==> config.mk <==
export PLATFORM = sky130hd
export DESIGN_NAME = fine_gain_control_regs
export DESIGN_NICKNAME = d
export VERILOG_FILES = /design/src/inc/fine_gain_pkg.sv /design/src/hw/fine_gain_control_regs.sv
export VERILOG_INCLUDE_DIRS = /design/src /design/src/inc
export SDC_FILE = /design/constraint.sdc
export NUM_CORES = 1
export LEC_CHECK = 0
export CAP_MARGIN = 20
export CORE_UTILIZATION = 45
export DETAILED_ROUTE_END_ITERATION = 10
export DONT_BUFFER_PORTS = 1
export GPL_TIMING_DRIVEN = 0
export HOLD_SLACK_MARGIN = 0.03
export PLACE_DENSITY = 0.65
export SLEW_MARGIN = 30
export SYNTH_ARGS = -nofsm -noshare
export SYNTH_HDL_FRONTEND = slang
export SYNTH_SLANG_ARGS = --single-unit
==> constraint.sdc <==
create_clock -name sys_clk_in -period 9.1 [get_ports sys_clk_in]
set_input_delay 0.91 -clock sys_clk_in [delete_from_list [all_inputs] [get_ports sys_clk_in]]
set_output_delay 0.91 -clock sys_clk_in [all_outputs]
set_load 0.02 [all_outputs]
==> src/inc/fine_gain_params.svh <==
// Purpose: Offsets, field positions, reset values and scaling constants of the fine gain registers.
// Assumes: Included by its bare name from the design and testbench files.
// Notes:   Definitions only.
`ifndef FINE_GAIN_PARAMS_SVH
`define FINE_GAIN_PARAMS_SVH

// ==========================================================================
// Register offsets
`define TX_FINE_GAIN_OFFSET   8'h28
`define RX_FINE_GAIN_OFFSET   8'h29

// ==========================================================================
// Field layout
`define FINE_DIRECTION_BIT    4
`define FINE_MAGNITUDE_MSB    3
`define FINE_MAGNITUDE_LSB    0
`define FINE_WRITABLE_MASK    8'h1f

// ==========================================================================
// Reset values
`define TX_FINE_GAIN_RESET    8'h00
`define RX_FINE_GAIN_RESET    8'h00

// ==========================================================================
// Coefficient scaling: unity is 2 to the power of the shift.
`define COEF_FRAC_BITS        14
`define COEF_ROUND            33'sh0_0000_2000

`endif

==> src/inc/fine_gain_pkg.sv <==
// Purpose: Shared types of the fine gain control block.
// Assumes: Constants live in fine_gain_params.svh.
// Notes:   Nothing here is imported; users write fine_gain_pkg::name.
package fine_gain_pkg;

  // ========================================================================
  // Types
  typedef logic        [7:0]  reg_byte_type;
  typedef logic        [3:0]  magnitude_type;
  typedef logic        [15:0] coef_type;
  typedef logic signed [15:0] sample_type;

endpackage : fine_gain_pkg

==> src/hw/fine_gain_control_regs.sv <==
// Purpose: Fine transmit and receive gain registers and the 0.1 dB step scaler they steer.
// Assumes: Register strobes come decoded from the serial control port, synchronous to sys_clk_in.
// Notes:   Each path scales one 16-bit signed sample per valid strobe, one cycle of latency.
//
// Summary of operation
// - Transmit direction clear: larger transmit magnitude gives more transmit gain.
// - Transmit direction set: larger transmit magnitude gives deeper transmit attenuation.
// - Transmit magnitude zero leaves the transmit path at 0 dB, any direction.
// - Transmit magnitude in bits 3:0, 0.1 dB per step; code one gives 0.1 dB.
// - Transmit direction clear, code fifteen gives 1.5 dB gain, the maximum.
// - Transmit direction set: code one attenuates 0.1 dB, code fifteen 1.5 dB.
// - Receive direction clear: larger receive magnitude gives more receive gain.
// - Receive direction set: larger receive magnitude gives deeper receive attenuation.
// - Receive magnitude zero leaves the receive path at 0 dB, any direction.
// - Receive magnitude in bits 3:0, 0.1 dB per step; code one gives 0.1 dB.
// - Receive direction clear, code fifteen gives 1.5 dB gain.
// - Receive direction set: code one attenuates 0.1 dB, code fifteen 1.5 dB.
`timescale 1ns/1ps
`include "fine_gain_params.svh"

module fine_gain_control_regs #(
  parameter int SAMPLE_WIDTH = 16
) (
  input  wire logic                            sys_clk_in,
  input  wire logic                            reset_n_in,
  input  wire logic                            reg_wr_en_in,
  input  wire logic                            reg_rd_en_in,
  input  wire logic [7:0]                      reg_addr_in,
  input  wire logic [7:0]                      reg_wdata_in,
  output logic      [7:0]                      reg_rdata_out,
  output logic                                 reg_rvalid_out,
  input  wire logic                            tx_sample_valid_in,
  input  wire logic signed [SAMPLE_WIDTH-1:0]  tx_sample_in,
  output logic                                 tx_sample_valid_out,
  output logic signed [SAMPLE_WIDTH-1:0]       tx_sample_out,
  input  wire logic                            rx_sample_valid_in,
  input  wire logic signed [SAMPLE_WIDTH-1:0]  rx_sample_in,
  output logic                                 rx_sample_valid_out,
  output logic signed [SAMPLE_WIDTH-1:0]       rx_sample_out
);

  // ========================================================================
  // Coefficient lookup
  // Gain and attenuation are exact reciprocals of 10^(k/200) in Q2.14, so a
  // gain step and the matching attenuation step cancel to within one LSB.
  function automatic fine_gain_pkg::coef_type coef_of(input logic dir,
                                                      input fine_gain_pkg::magnitude_type mag);
    fine_gain_pkg::coef_type c;
    c = 16'h4000;
    case ({dir, mag})
      5'h01: c = 16'h40be;
      5'h02: c = 16'h417e;
      5'h03: c = 16'h4240;
      5'h04: c = 16'h4304;
      5'h05: c = 16'h43cb;
      5'h06: c = 16'h4494;
      5'h07: c = 16'h455f;
      5'h08: c = 16'h462d;
      5'h09: c = 16'h46fd;
      5'h0a: c = 16'h47cf;
      5'h0b: c = 16'h48a4;
      5'h0c: c = 16'h497b;
      5'h0d: c = 16'h4a55;
      5'h0e: c = 16'h4b31;
      5'h0f: c = 16'h4c10;
      5'h11: c = 16'h3f45;
      5'h12: c = 16'h3e8b;
      5'h13: c = 16'h3dd4;
      5'h14: c = 16'h3d1f;
      5'h15: c = 16'h3c6c;
      5'h16: c = 16'h3bba;
      5'h17: c = 16'h3b0c;
      5'h18: c = 16'h3a5e;
      5'h19: c = 16'h39b3;
      5'h1a: c = 16'h390a;
      5'h1b: c = 16'h3863;
      5'h1c: c = 16'h37be;
      5'h1d: c = 16'h371a;
      5'h1e: c = 16'h3679;
      5'h1f: c = 16'h35d9;
      default: c = 16'h4000;
    endcase
    return c;
  endfunction : coef_of

  // ========================================================================
  // Register file
  logic [7:0] tx_fine_gain_r;
  logic [7:0] rx_fine_gain_r;

  always_ff @(posedge sys_clk_in or negedge reset_n_in) begin
    if (!reset_n_in) begin
      tx_fine_gain_r <= `TX_FINE_GAIN_RESET;
      rx_fine_gain_r <= `RX_FINE_GAIN_RESET;
    end else if (reg_wr_en_in) begin
      // Reserved bits 7:5 are masked to zero on write, so they always read back as zero.
      if (reg_addr_in == `TX_FINE_GAIN_OFFSET) begin
        tx_fine_gain_r <= reg_wdata_in & `FINE_WRITABLE_MASK;
      end
      if (reg_addr_in == `RX_FINE_GAIN_OFFSET) begin
        rx_fine_gain_r <= reg_wdata_in & `FINE_WRITABLE_MASK;
      end
    end
  end

  always_ff @(posedge sys_clk_in or negedge reset_n_in) begin
    if (!reset_n_in) begin
      reg_rdata_out  <= 8'h00;
      reg_rvalid_out <= 1'b0;
    end else begin
      reg_rvalid_out <= reg_rd_en_in;
      if (reg_rd_en_in) begin
        case (reg_addr_in)
          `TX_FINE_GAIN_OFFSET: reg_rdata_out <= tx_fine_gain_r;
          `RX_FINE_GAIN_OFFSET: reg_rdata_out <= rx_fine_gain_r;
          default:              reg_rdata_out <= 8'h00;
        endcase
      end
    end
  end

  // ========================================================================
  // Sample scalers, index 0 is transmit and index 1 is receive
  logic                           valid_in_w  [2];
  logic signed [SAMPLE_WIDTH-1:0] sample_in_w [2];
  logic [7:0]                     setting_w   [2];
  logic                           valid_r     [2];
  logic signed [SAMPLE_WIDTH-1:0] sample_r    [2];

  assign valid_in_w[0]  = tx_sample_valid_in;
  assign valid_in_w[1]  = rx_sample_valid_in;
  assign sample_in_w[0] = tx_sample_in;
  assign sample_in_w[1] = rx_sample_in;
  assign setting_w[0]   = tx_fine_gain_r;
  assign setting_w[1]   = rx_fine_gain_r;

  assign tx_sample_valid_out = valid_r[0];
  assign tx_sample_out       = sample_r[0];
  assign rx_sample_valid_out = valid_r[1];
  assign rx_sample_out       = sample_r[1];

  localparam logic signed [SAMPLE_WIDTH+2:0] SAT_MAX = (SAMPLE_WIDTH+3)'((1 <<< (SAMPLE_WIDTH-1)) - 1);
  localparam logic signed [SAMPLE_WIDTH+2:0] SAT_MIN = -(SAMPLE_WIDTH+3)'(1 <<< (SAMPLE_WIDTH-1));

  genvar p;
  generate
    for (p = 0; p < 2; p++) begin : g_path
      fine_gain_pkg::coef_type          coef_w;
      logic signed [SAMPLE_WIDTH+16:0]  product_w;
      logic signed [SAMPLE_WIDTH+2:0]   scaled_w;
      logic                             dir_w;
      fine_gain_pkg::magnitude_type     mag_w;

      // The coefficient is read in the cycle that accepts a sample, so a register
      // write only reaches samples accepted after it.
      assign dir_w     = setting_w[p][`FINE_DIRECTION_BIT];
      assign mag_w     = setting_w[p][`FINE_MAGNITUDE_MSB:`FINE_MAGNITUDE_LSB];
      assign coef_w    = coef_of(dir_w, mag_w);
      assign product_w = sample_in_w[p] * $signed({1'b0, coef_w}) + (SAMPLE_WIDTH+17)'(`COEF_ROUND);
      assign scaled_w  = (SAMPLE_WIDTH+3)'(product_w >>> `COEF_FRAC_BITS);

      always_ff @(posedge sys_clk_in or negedge reset_n_in) begin
        if (!reset_n_in) begin
          valid_r[p]  <= 1'b0;
          sample_r[p] <= '0;
        end else begin
          valid_r[p] <= valid_in_w[p];
          if (valid_in_w[p]) begin
            // Gain above unity can overflow full scale, so clip rather than wrap.
            if (scaled_w > SAT_MAX) begin
              sample_r[p] <= SAT_MAX[SAMPLE_WIDTH-1:0];
            end else if (scaled_w < SAT_MIN) begin
              sample_r[p] <= SAT_MIN[SAMPLE_WIDTH-1:0];
            end else begin
              sample_r[p] <= scaled_w[SAMPLE_WIDTH-1:0];
            end
          end
        end
      end

      // ====================================================================
      // Checks
      // Latency and hold are checked apart from the arithmetic, so a pipeline slip
      // shows up as its own failure instead of as a wrong sample value.
      latency_one_a : assert property (@(posedge sys_clk_in) disable iff (!reset_n_in)
        valid_in_w[p] |=> valid_r[p])
        else $error("Scaled sample not delivered one cycle after acceptance.");

      hold_idle_a : assert property (@(posedge sys_clk_in) disable iff (!reset_n_in)
        !valid_in_w[p] |=> !valid_r[p] && $stable(sample_r[p]))
        else $error("Output changed without an accepted sample.");

      unity_coef_a : assert property (@(posedge sys_clk_in) disable iff (!reset_n_in)
        mag_w == 4'h0 |-> coef_w == 16'h4000)
        else $error("Magnitude zero did not select the unity coefficient.");

      zero_is_unity_a : assert property (@(posedge sys_clk_in) disable iff (!reset_n_in)
        valid_in_w[p] && mag_w == 4'h0
          |=> sample_r[p] == $past(sample_in_w[p]))
        else $error("Magnitude zero altered the sample.");

      // Every code step must move the coefficient the way the direction bit asks,
      // which a single swapped table entry would break.
      steps_monotone_a : assert property (@(posedge sys_clk_in) disable iff (!reset_n_in)
        mag_w != 4'h0
          |-> (dir_w ? coef_w < coef_of(dir_w, mag_w - 4'h1)
                     : coef_w > coef_of(dir_w, mag_w - 4'h1)))
        else $error("Coefficient did not follow the magnitude code.");

      gain_raises_a : assert property (@(posedge sys_clk_in) disable iff (!reset_n_in)
        valid_in_w[p] && !dir_w && mag_w != 4'h0 && sample_in_w[p] > 16'sh1000
          && sample_in_w[p] < 16'sh6000 |=> sample_r[p] > $past(sample_in_w[p]))
        else $error("Gain setting did not raise the sample.");

      atten_lowers_a : assert property (@(posedge sys_clk_in) disable iff (!reset_n_in)
        valid_in_w[p] && dir_w && mag_w != 4'h0 && sample_in_w[p] > 16'sh1000
          |=> sample_r[p] < $past(sample_in_w[p]))
        else $error("Attenuation setting did not lower the sample.");

      // Rounding must never pull a nonzero sample across the axis, nor a negative one up to zero.
      sign_kept_a : assert property (@(posedge sys_clk_in) disable iff (!reset_n_in)
        valid_in_w[p] && sample_in_w[p] != '0
          |=> (sample_r[p] < 0) == ($past(sample_in_w[p]) < 0))
        else $error("Scaling changed the sign of a sample.");

      step_one_a : assert property (@(posedge sys_clk_in) disable iff (!reset_n_in)
        valid_in_w[p] && {dir_w, mag_w} == 5'h01 && sample_in_w[p] == 16'sh4000
          |=> sample_r[p] == 16'sh40be)
        else $error("Code one gain is not 0.1 dB.");

      max_gain_a : assert property (@(posedge sys_clk_in) disable iff (!reset_n_in)
        valid_in_w[p] && {dir_w, mag_w} == 5'h0f && sample_in_w[p] == 16'sh4000
          |=> sample_r[p] == 16'sh4c10)
        else $error("Code fifteen gain is not 1.5 dB.");

      // Full-scale inputs under gain must stop at the rails instead of wrapping.
      clip_high_a : assert property (@(posedge sys_clk_in) disable iff (!reset_n_in)
        valid_in_w[p] && !dir_w && mag_w != 4'h0 && sample_in_w[p] == 16'sh7fff
          |=> sample_r[p] == 16'sh7fff)
        else $error("Positive full scale under gain did not clip.");

      clip_low_a : assert property (@(posedge sys_clk_in) disable iff (!reset_n_in)
        valid_in_w[p] && !dir_w && mag_w != 4'h0 && sample_in_w[p] == 16'sh8000
          |=> sample_r[p] == 16'sh8000)
        else $error("Negative full scale under gain did not clip.");

      atten_ends_a : assert property (@(posedge sys_clk_in) disable iff (!reset_n_in)
        valid_in_w[p] && dir_w && sample_in_w[p] == 16'sh4000
          && (mag_w == 4'h1 || mag_w == 4'hf)
          |=> sample_r[p] == ($past(mag_w) == 4'h1 ? 16'sh3f45 : 16'sh35d9))
        else $error("Attenuation end points are wrong.");

      gain_cover_c  : cover property (@(posedge sys_clk_in) disable iff (!reset_n_in)
        valid_in_w[p] && !dir_w && mag_w == 4'hf);
      atten_cover_c : cover property (@(posedge sys_clk_in) disable iff (!reset_n_in)
        valid_in_w[p] && dir_w && mag_w == 4'hf);
    end
  endgenerate

  // ========================================================================
  // Register checks
  write_lands_tx_a : assert property (@(posedge sys_clk_in) disable iff (!reset_n_in)
    reg_wr_en_in && reg_addr_in == `TX_FINE_GAIN_OFFSET
      |=> tx_fine_gain_r == ($past(reg_wdata_in) & `FINE_WRITABLE_MASK))
    else $error("Transmit write did not land.");

  write_lands_rx_a : assert property (@(posedge sys_clk_in) disable iff (!reset_n_in)
    reg_wr_en_in && reg_addr_in == `RX_FINE_GAIN_OFFSET
      |=> rx_fine_gain_r == ($past(reg_wdata_in) & `FINE_WRITABLE_MASK))
    else $error("Receive write did not land.");

  // Only a write to one of the two offsets may move a setting, so a sample in
  // flight never meets a stray change.
  setting_hold_a : assert property (@(posedge sys_clk_in) disable iff (!reset_n_in)
    !(reg_wr_en_in && (reg_addr_in == `TX_FINE_GAIN_OFFSET || reg_addr_in == `RX_FINE_GAIN_OFFSET))
      |=> $stable(tx_fine_gain_r) && $stable(rx_fine_gain_r))
    else $error("A setting changed without a write to it.");

  readback_a : assert property (@(posedge sys_clk_in) disable iff (!reset_n_in)
    reg_wr_en_in && reg_addr_in == `TX_FINE_GAIN_OFFSET ##1 reg_rd_en_in && !reg_wr_en_in
      && reg_addr_in == `TX_FINE_GAIN_OFFSET |=> reg_rdata_out == ($past(reg_wdata_in, 2) & `FINE_WRITABLE_MASK))
    else $error("Transmit register readback mismatch.");

  unmapped_read_a : assert property (@(posedge sys_clk_in) disable iff (!reset_n_in)
    reg_rd_en_in && reg_addr_in != `TX_FINE_GAIN_OFFSET && reg_addr_in != `RX_FINE_GAIN_OFFSET
      |=> reg_rdata_out == 8'h00)
    else $error("Unmapped address did not read zero.");

  reserved_zero_a : assert property (@(posedge sys_clk_in) disable iff (!reset_n_in)
    reg_rvalid_out |-> (reg_rdata_out & ~`FINE_WRITABLE_MASK) == 8'h00)
    else $error("Reserved bits did not read zero.");

  // Read data is registered and held, so the host may take it any time before
  // its next read strobe.
  read_valid_a : assert property (@(posedge sys_clk_in) disable iff (!reset_n_in)
    reg_rd_en_in |=> reg_rvalid_out)
    else $error("Read valid missing one cycle after the read strobe.");

  read_hold_a : assert property (@(posedge sys_clk_in) disable iff (!reset_n_in)
    !reg_rd_en_in |=> !reg_rvalid_out && $stable(reg_rdata_out))
    else $error("Read data moved without a read strobe.");

  write_during_sample_c : cover property (@(posedge sys_clk_in) disable iff (!reset_n_in)
    reg_wr_en_in && tx_sample_valid_in);

  readback_cover_c : cover property (@(posedge sys_clk_in) disable iff (!reset_n_in)
    reg_wr_en_in && reg_addr_in == `TX_FINE_GAIN_OFFSET ##1 reg_rd_en_in && reg_addr_in == `TX_FINE_GAIN_OFFSET);

endmodule : fine_gain_control_regs

==> flow_results.xml <==
<?xml version="1.0" encoding="UTF-8"?>
<metrics>
  <group name="grt">
    <metric name="wire_length_of_the_first_global_routing_pass" unit="um">82800</metric>
    <metric name="total_global_routing_overflow" unit="">0</metric>
    <metric name="via_count_of_the_first_global_routing_pass" unit="">15775</metric>
    <metric name="grt_max_degree" unit="">51</metric>
    <metric name="antenna_found_initial" unit="">1</metric>
    <metric name="grt_usage" unit="">0.238</metric>
  </group>
  <group name="floorplanning">
    <metric name="fp.dieW" unit="um">210</metric>
    <metric name="initial_core_util" unit="">0.455</metric>
    <metric name="core" unit="sq mm">0.0430</metric>
    <metric name="die_h" unit="um">210</metric>
    <metric name="total_number_of_placement_rows" unit="">76</metric>
    <metric name="design.portCount" unit="">97</metric>
    <metric name="die-area" unit="sq mm">0.0443</metric>
  </group>
  <group name="synth">
    <metric name="postSynthCellCount" unit="">2219</metric>
    <metric name="async_reset_ff_frac" unit="">1.00</metric>
    <metric name="flip_flop_and_latch_count_after_synthesis" unit="">50</metric>
    <metric name="netlist.area_leader.share" unit="">0.366</metric>
    <metric name="synth.top_cells.by_area" unit="">fa_1 (37%), ha_1 (16%), inv_1 (9.2%), and2_1 (7.1%), dfrtp_1 (6.4%)</metric>
    <metric name="ys_warn_count" unit="">0</metric>
    <metric name="yosys.area.top_type" unit="">fa_1</metric>
    <metric name="synth_cell_type_count" unit="">77</metric>
    <metric name="synth_flop_cell" unit="">dfrtp_1</metric>
    <metric name="synth.avg_cell_area" unit="sq um">8.82</metric>
    <metric name="post_synth_instance_area" unit="sq mm">0.0196</metric>
    <metric name="post_synth_edffs" unit="">0</metric>
    <metric name="synth.yosys.seq_area_share" unit="">0.0640</metric>
  </group>
  <group name="cells_and_area">
    <metric name="share_of_post_route_cells_with_drive_strength_above_1" unit="">0.0603</metric>
    <metric name="finish.instance_area" unit="sq mm">0.0209</metric>
    <metric name="layout.cells.non_filler" unit="">2826</metric>
    <metric name="fillCellCount" unit="">4155</metric>
    <metric name="areaGrowthSynthToFinish" unit="%">6.72</metric>
    <metric name="area_used_by_multi_input_combinational_logic" unit="sq mm">0.0163</metric>
    <metric name="nNetsFinal" unit="">2907</metric>
    <metric name="area.sequential" unit="sq mm">0.00125</metric>
  </group>
  <group name="critical_path">
    <metric name="timing.setup.critical_path_class" unit="">reg -&gt; reg</metric>
    <metric name="worst_path_largest_cell_delay" unit="ns">0.61</metric>
    <metric name="critPathCaptureType" unit="">flop</metric>
    <metric name="worstPathRequired" unit="ns">9.30</metric>
    <metric name="critical_path.startpoint_type" unit="">flop</metric>
    <metric name="cp_common_cell" unit="">fa_1</metric>
    <metric name="cp.arrival" unit="ns">9.00</metric>
    <metric name="critPathMaxFanout" unit="">10</metric>
    <metric name="critPathSlowestCell" unit="">mux4_2</metric>
  </group>
  <group name="timing">
    <metric name="setup_viol" unit="">0</metric>
    <metric name="min_period_over_period" unit="">0.967</metric>
    <metric name="worst_slew_pin_slew" unit="ns">0.634</metric>
    <metric name="timing.final.crit_period" unit="ns">8.80</metric>
    <metric name="rsz0062_at_grt" unit="">true</metric>
    <metric name="finalMaxSlewViolations" unit="">0</metric>
    <metric name="worst_clock_skew" unit="ns">0.00423</metric>
    <metric name="max_freq" unit="MHz">114</metric>
    <metric name="total_negative_setup_slack" unit="ns">0</metric>
    <metric name="finalHoldWorstSlack" unit="ns">0.314</metric>
    <metric name="timing.slew.headroom" unit="">0.577</metric>
    <metric name="final_hold_viol_count" unit="">0</metric>
  </group>
  <group name="clock_network">
    <metric name="clkSinkCount" unit="">50</metric>
    <metric name="clock_tree.root_cell" unit="">clkbuf_16</metric>
    <metric name="number_of_buffers_inserted_during_clock_tree_synthesis" unit="">5</metric>
    <metric name="htree_levels" unit="">2</metric>
    <metric name="cts_tree" unit="">yes</metric>
    <metric name="cts.path.max_buffers" unit="">2</metric>
    <metric name="clock_latency_reported_for_the_late_side_of_the_worst_skew_pair" unit="ns">0.29</metric>
    <metric name="hold_buffers" unit="">0</metric>
    <metric name="clk_pin_slew_worst_paths" unit="ns">0.06</metric>
  </group>
  <group name="routing">
    <metric name="drt-initial-drc-count" unit="">1032</metric>
    <metric name="finalWirelength" unit="um">50900</metric>
    <metric name="viasPerCell" unit="">5.33</metric>
    <metric name="drcViolationCount" unit="">0</metric>
    <metric name="first_pass_iters" unit="">7</metric>
    <metric name="final_antenna_net_count" unit="">0</metric>
    <metric name="avgRoutedWirePerCell" unit="um">18.0</metric>
    <metric name="dr_total_vias" unit="">15065</metric>
  </group>
  <group name="status">
    <metric name="outcome" unit="">completed</metric>
  </group>
  <group name="place">
    <metric name="numPlacedInstances" unit="">2808</metric>
    <metric name="gp_congestion" unit="">0.888</metric>
    <metric name="dpl_cell_area" unit="sq mm">0.0203</metric>
    <metric name="dpl.hpwl" unit="um">42600</metric>
    <metric name="buffer_ports.inserted" unit="">0</metric>
  </group>
  <group name="run">
    <metric name="drv_cap" unit="">0</metric>
  </group>
  <group name="pwr">
    <metric name="vdd_ir_drop_max" unit="mV">0.297</metric>
    <metric name="cellPowerDensity" unit="mW/mm^2">245</metric>
    <metric name="finalPower" unit="mW">5.12</metric>
    <metric name="leakage_power_total" unit="nW">10.6</metric>
  </group>
  <group name="worst_hold_path">
    <metric name="hold_path.class" unit="">in -&gt; async</metric>
  </group>
</metrics>
## final cells by class
cell class,instances,area share
plain buffers,96,0.0224
clock buffers,8,0.00797
inverters,482,0.0868
flip-flops and latches,50,0.0601
diodes,1,0.000120
repair buffers,15,0.00515
multi-input cells,1589,0.782
well taps,585,0.0351
## synthesized netlist by cell type, drive strengths merged, types with 5 or more instances
cell and instances:
a31oi 9, or3 5, nand2 245, a211oi 14, nand3 17, xnor2 22
nor2b 10, o211ai 5, buf 16, and3 7, a21o 34, nand2b 16
o22ai 22, fa 358, ha 256, nor2 76, a221o 16, and2 223
inv 479, nand4 7, xor2 16, dfrtp 50, clkbuf 84, mux2 14
mux2i 12, nor3 14, a21oi 75, o21ai 46
## registers in the layout, summed over array words and instances (netlist names)
signal and cells:
rx_sample_out 16, tx_sample_out 16, reg_rdata_out 5, rx_fine_gain_r 5
tx_fine_gain_r 5, reg_rvalid_out 1, rx_sample_valid_out 1, tx_sample_valid_out 1
## path summary, 6_finish.rpt
check	cells past startpoint	endpoint	startpoint	slack, ns
min in group sys_clk_in	0	tx_sample_valid_out$_DFF_PN0_	tx_sample_valid_in	0.65
max in group asynchronous	0	tx_fine_gain_r[0]$_DFFE_PN0P_	reset_n_in	8.70
min	0	rx_fine_gain_r[2]$_DFFE_PN0P_	reset_n_in	0.31
max reg2reg	31	tx_sample_out[6]$_DFFE_PN0P_	tx_fine_gain_r[1]$_DFFE_PN0P_	0.30
min reg2reg	2	tx_sample_out[11]$_DFFE_PN0P_	tx_sample_out[11]$_DFFE_PN0P_	0.65
max	31	tx_sample_out[6]$_DFFE_PN0P_	tx_fine_gain_r[1]$_DFFE_PN0P_	0.30
## what timing repair did
item	CTS	global route
gates resized for setup	45	53
pin swaps	0	2
setup buffers	2	11
setup endpoints to repair	32	31
## cell families after synthesis
| family | count (synthesis) | share of synthesized area |
|---|---|---|
| AO/OA/AOI/OAI | 261 | 0.0910 |
| XOR/XNOR | 38 | 0.0170 |
| adder cells (fa/ha/maj) | 614 | 0.530 |
| buffers and inverters | 582 | 0.114 |
| flip-flops | 50 | 0.0640 |
| multiplexers | 30 | 0.0192 |
| other | 1 | 0.000192 |
| AND/OR/NAND/NOR | 643 | 0.164 |
## cells in the final DEF (no fill, tap or decap), types with 5 or more instances in the layout
master and instances:
nand2b_1 16, nand4_1 7, mux2_2 13, mux2i_1 12
clkbuf_4 8, dfrtp_1 47, a211oi_2 5, a221o_1 15
a211oi_1 8, buf_2 6, buf_4 18, nor2_1 73
clkbuf_2 19, inv_1 478, nor2b_1 10, o22ai_1 22
a31oi_1 5, nand2_1 245, a21oi_1 62, or3_1 5
clkbuf_16 5, xor2_1 16, nand3_1 17, a21oi_4 10
a21o_1 34, clkbuf_1 54, ha_1 254, nor3_1 13
and3_1 7, fa_1 358, xnor2_1 21, o21ai_0 37
and2_1 223
## critical path, delay by kind of cell, from the launching register on
kind	cells	cell delay, ns
adder cells (fa/ha/maj)	8	3.67
AO/OA/AOI/OAI	6	1.55
buffers and inverters	8	1.16
AND/OR/NAND/NOR	7	0.97
multiplexers	1	0.61
flip-flops	1	0.49
XOR/XNOR	1	0.25
## where the power goes
| group | total (mW) | switching (mW) | internal (mW) |
|---|---|---|---|
| sequential | 0.416 | 0.130 | 0.286 |
| combinational | 4.50 | 2.80 | 1.70 |
| clock | 0.200 | 0.0753 | 0.124 |
## routing by layer
layer,routed length [um],global-route usage,share of wire
met1,22200,0.337,0.44
met2,23900,0.385,0.47
met3,3980,0.0456,0.078
met4,716,0.0377,0.014
met5,11,0,0.00022
## stage by stage
| step | util | worst slack (ns) |
|---|---|---|
| finish | 0.486 | 0.297 |
| global route | 0.486 | -0.0376 |
| CTS | 0.481 | 0.0141 |
| detailed placement | 0.473 | -1.42 |
| global placement | 0.472 | -1.54 |
| floorplan | - | 0.986 |
Power figures use the tool's default switching activity.
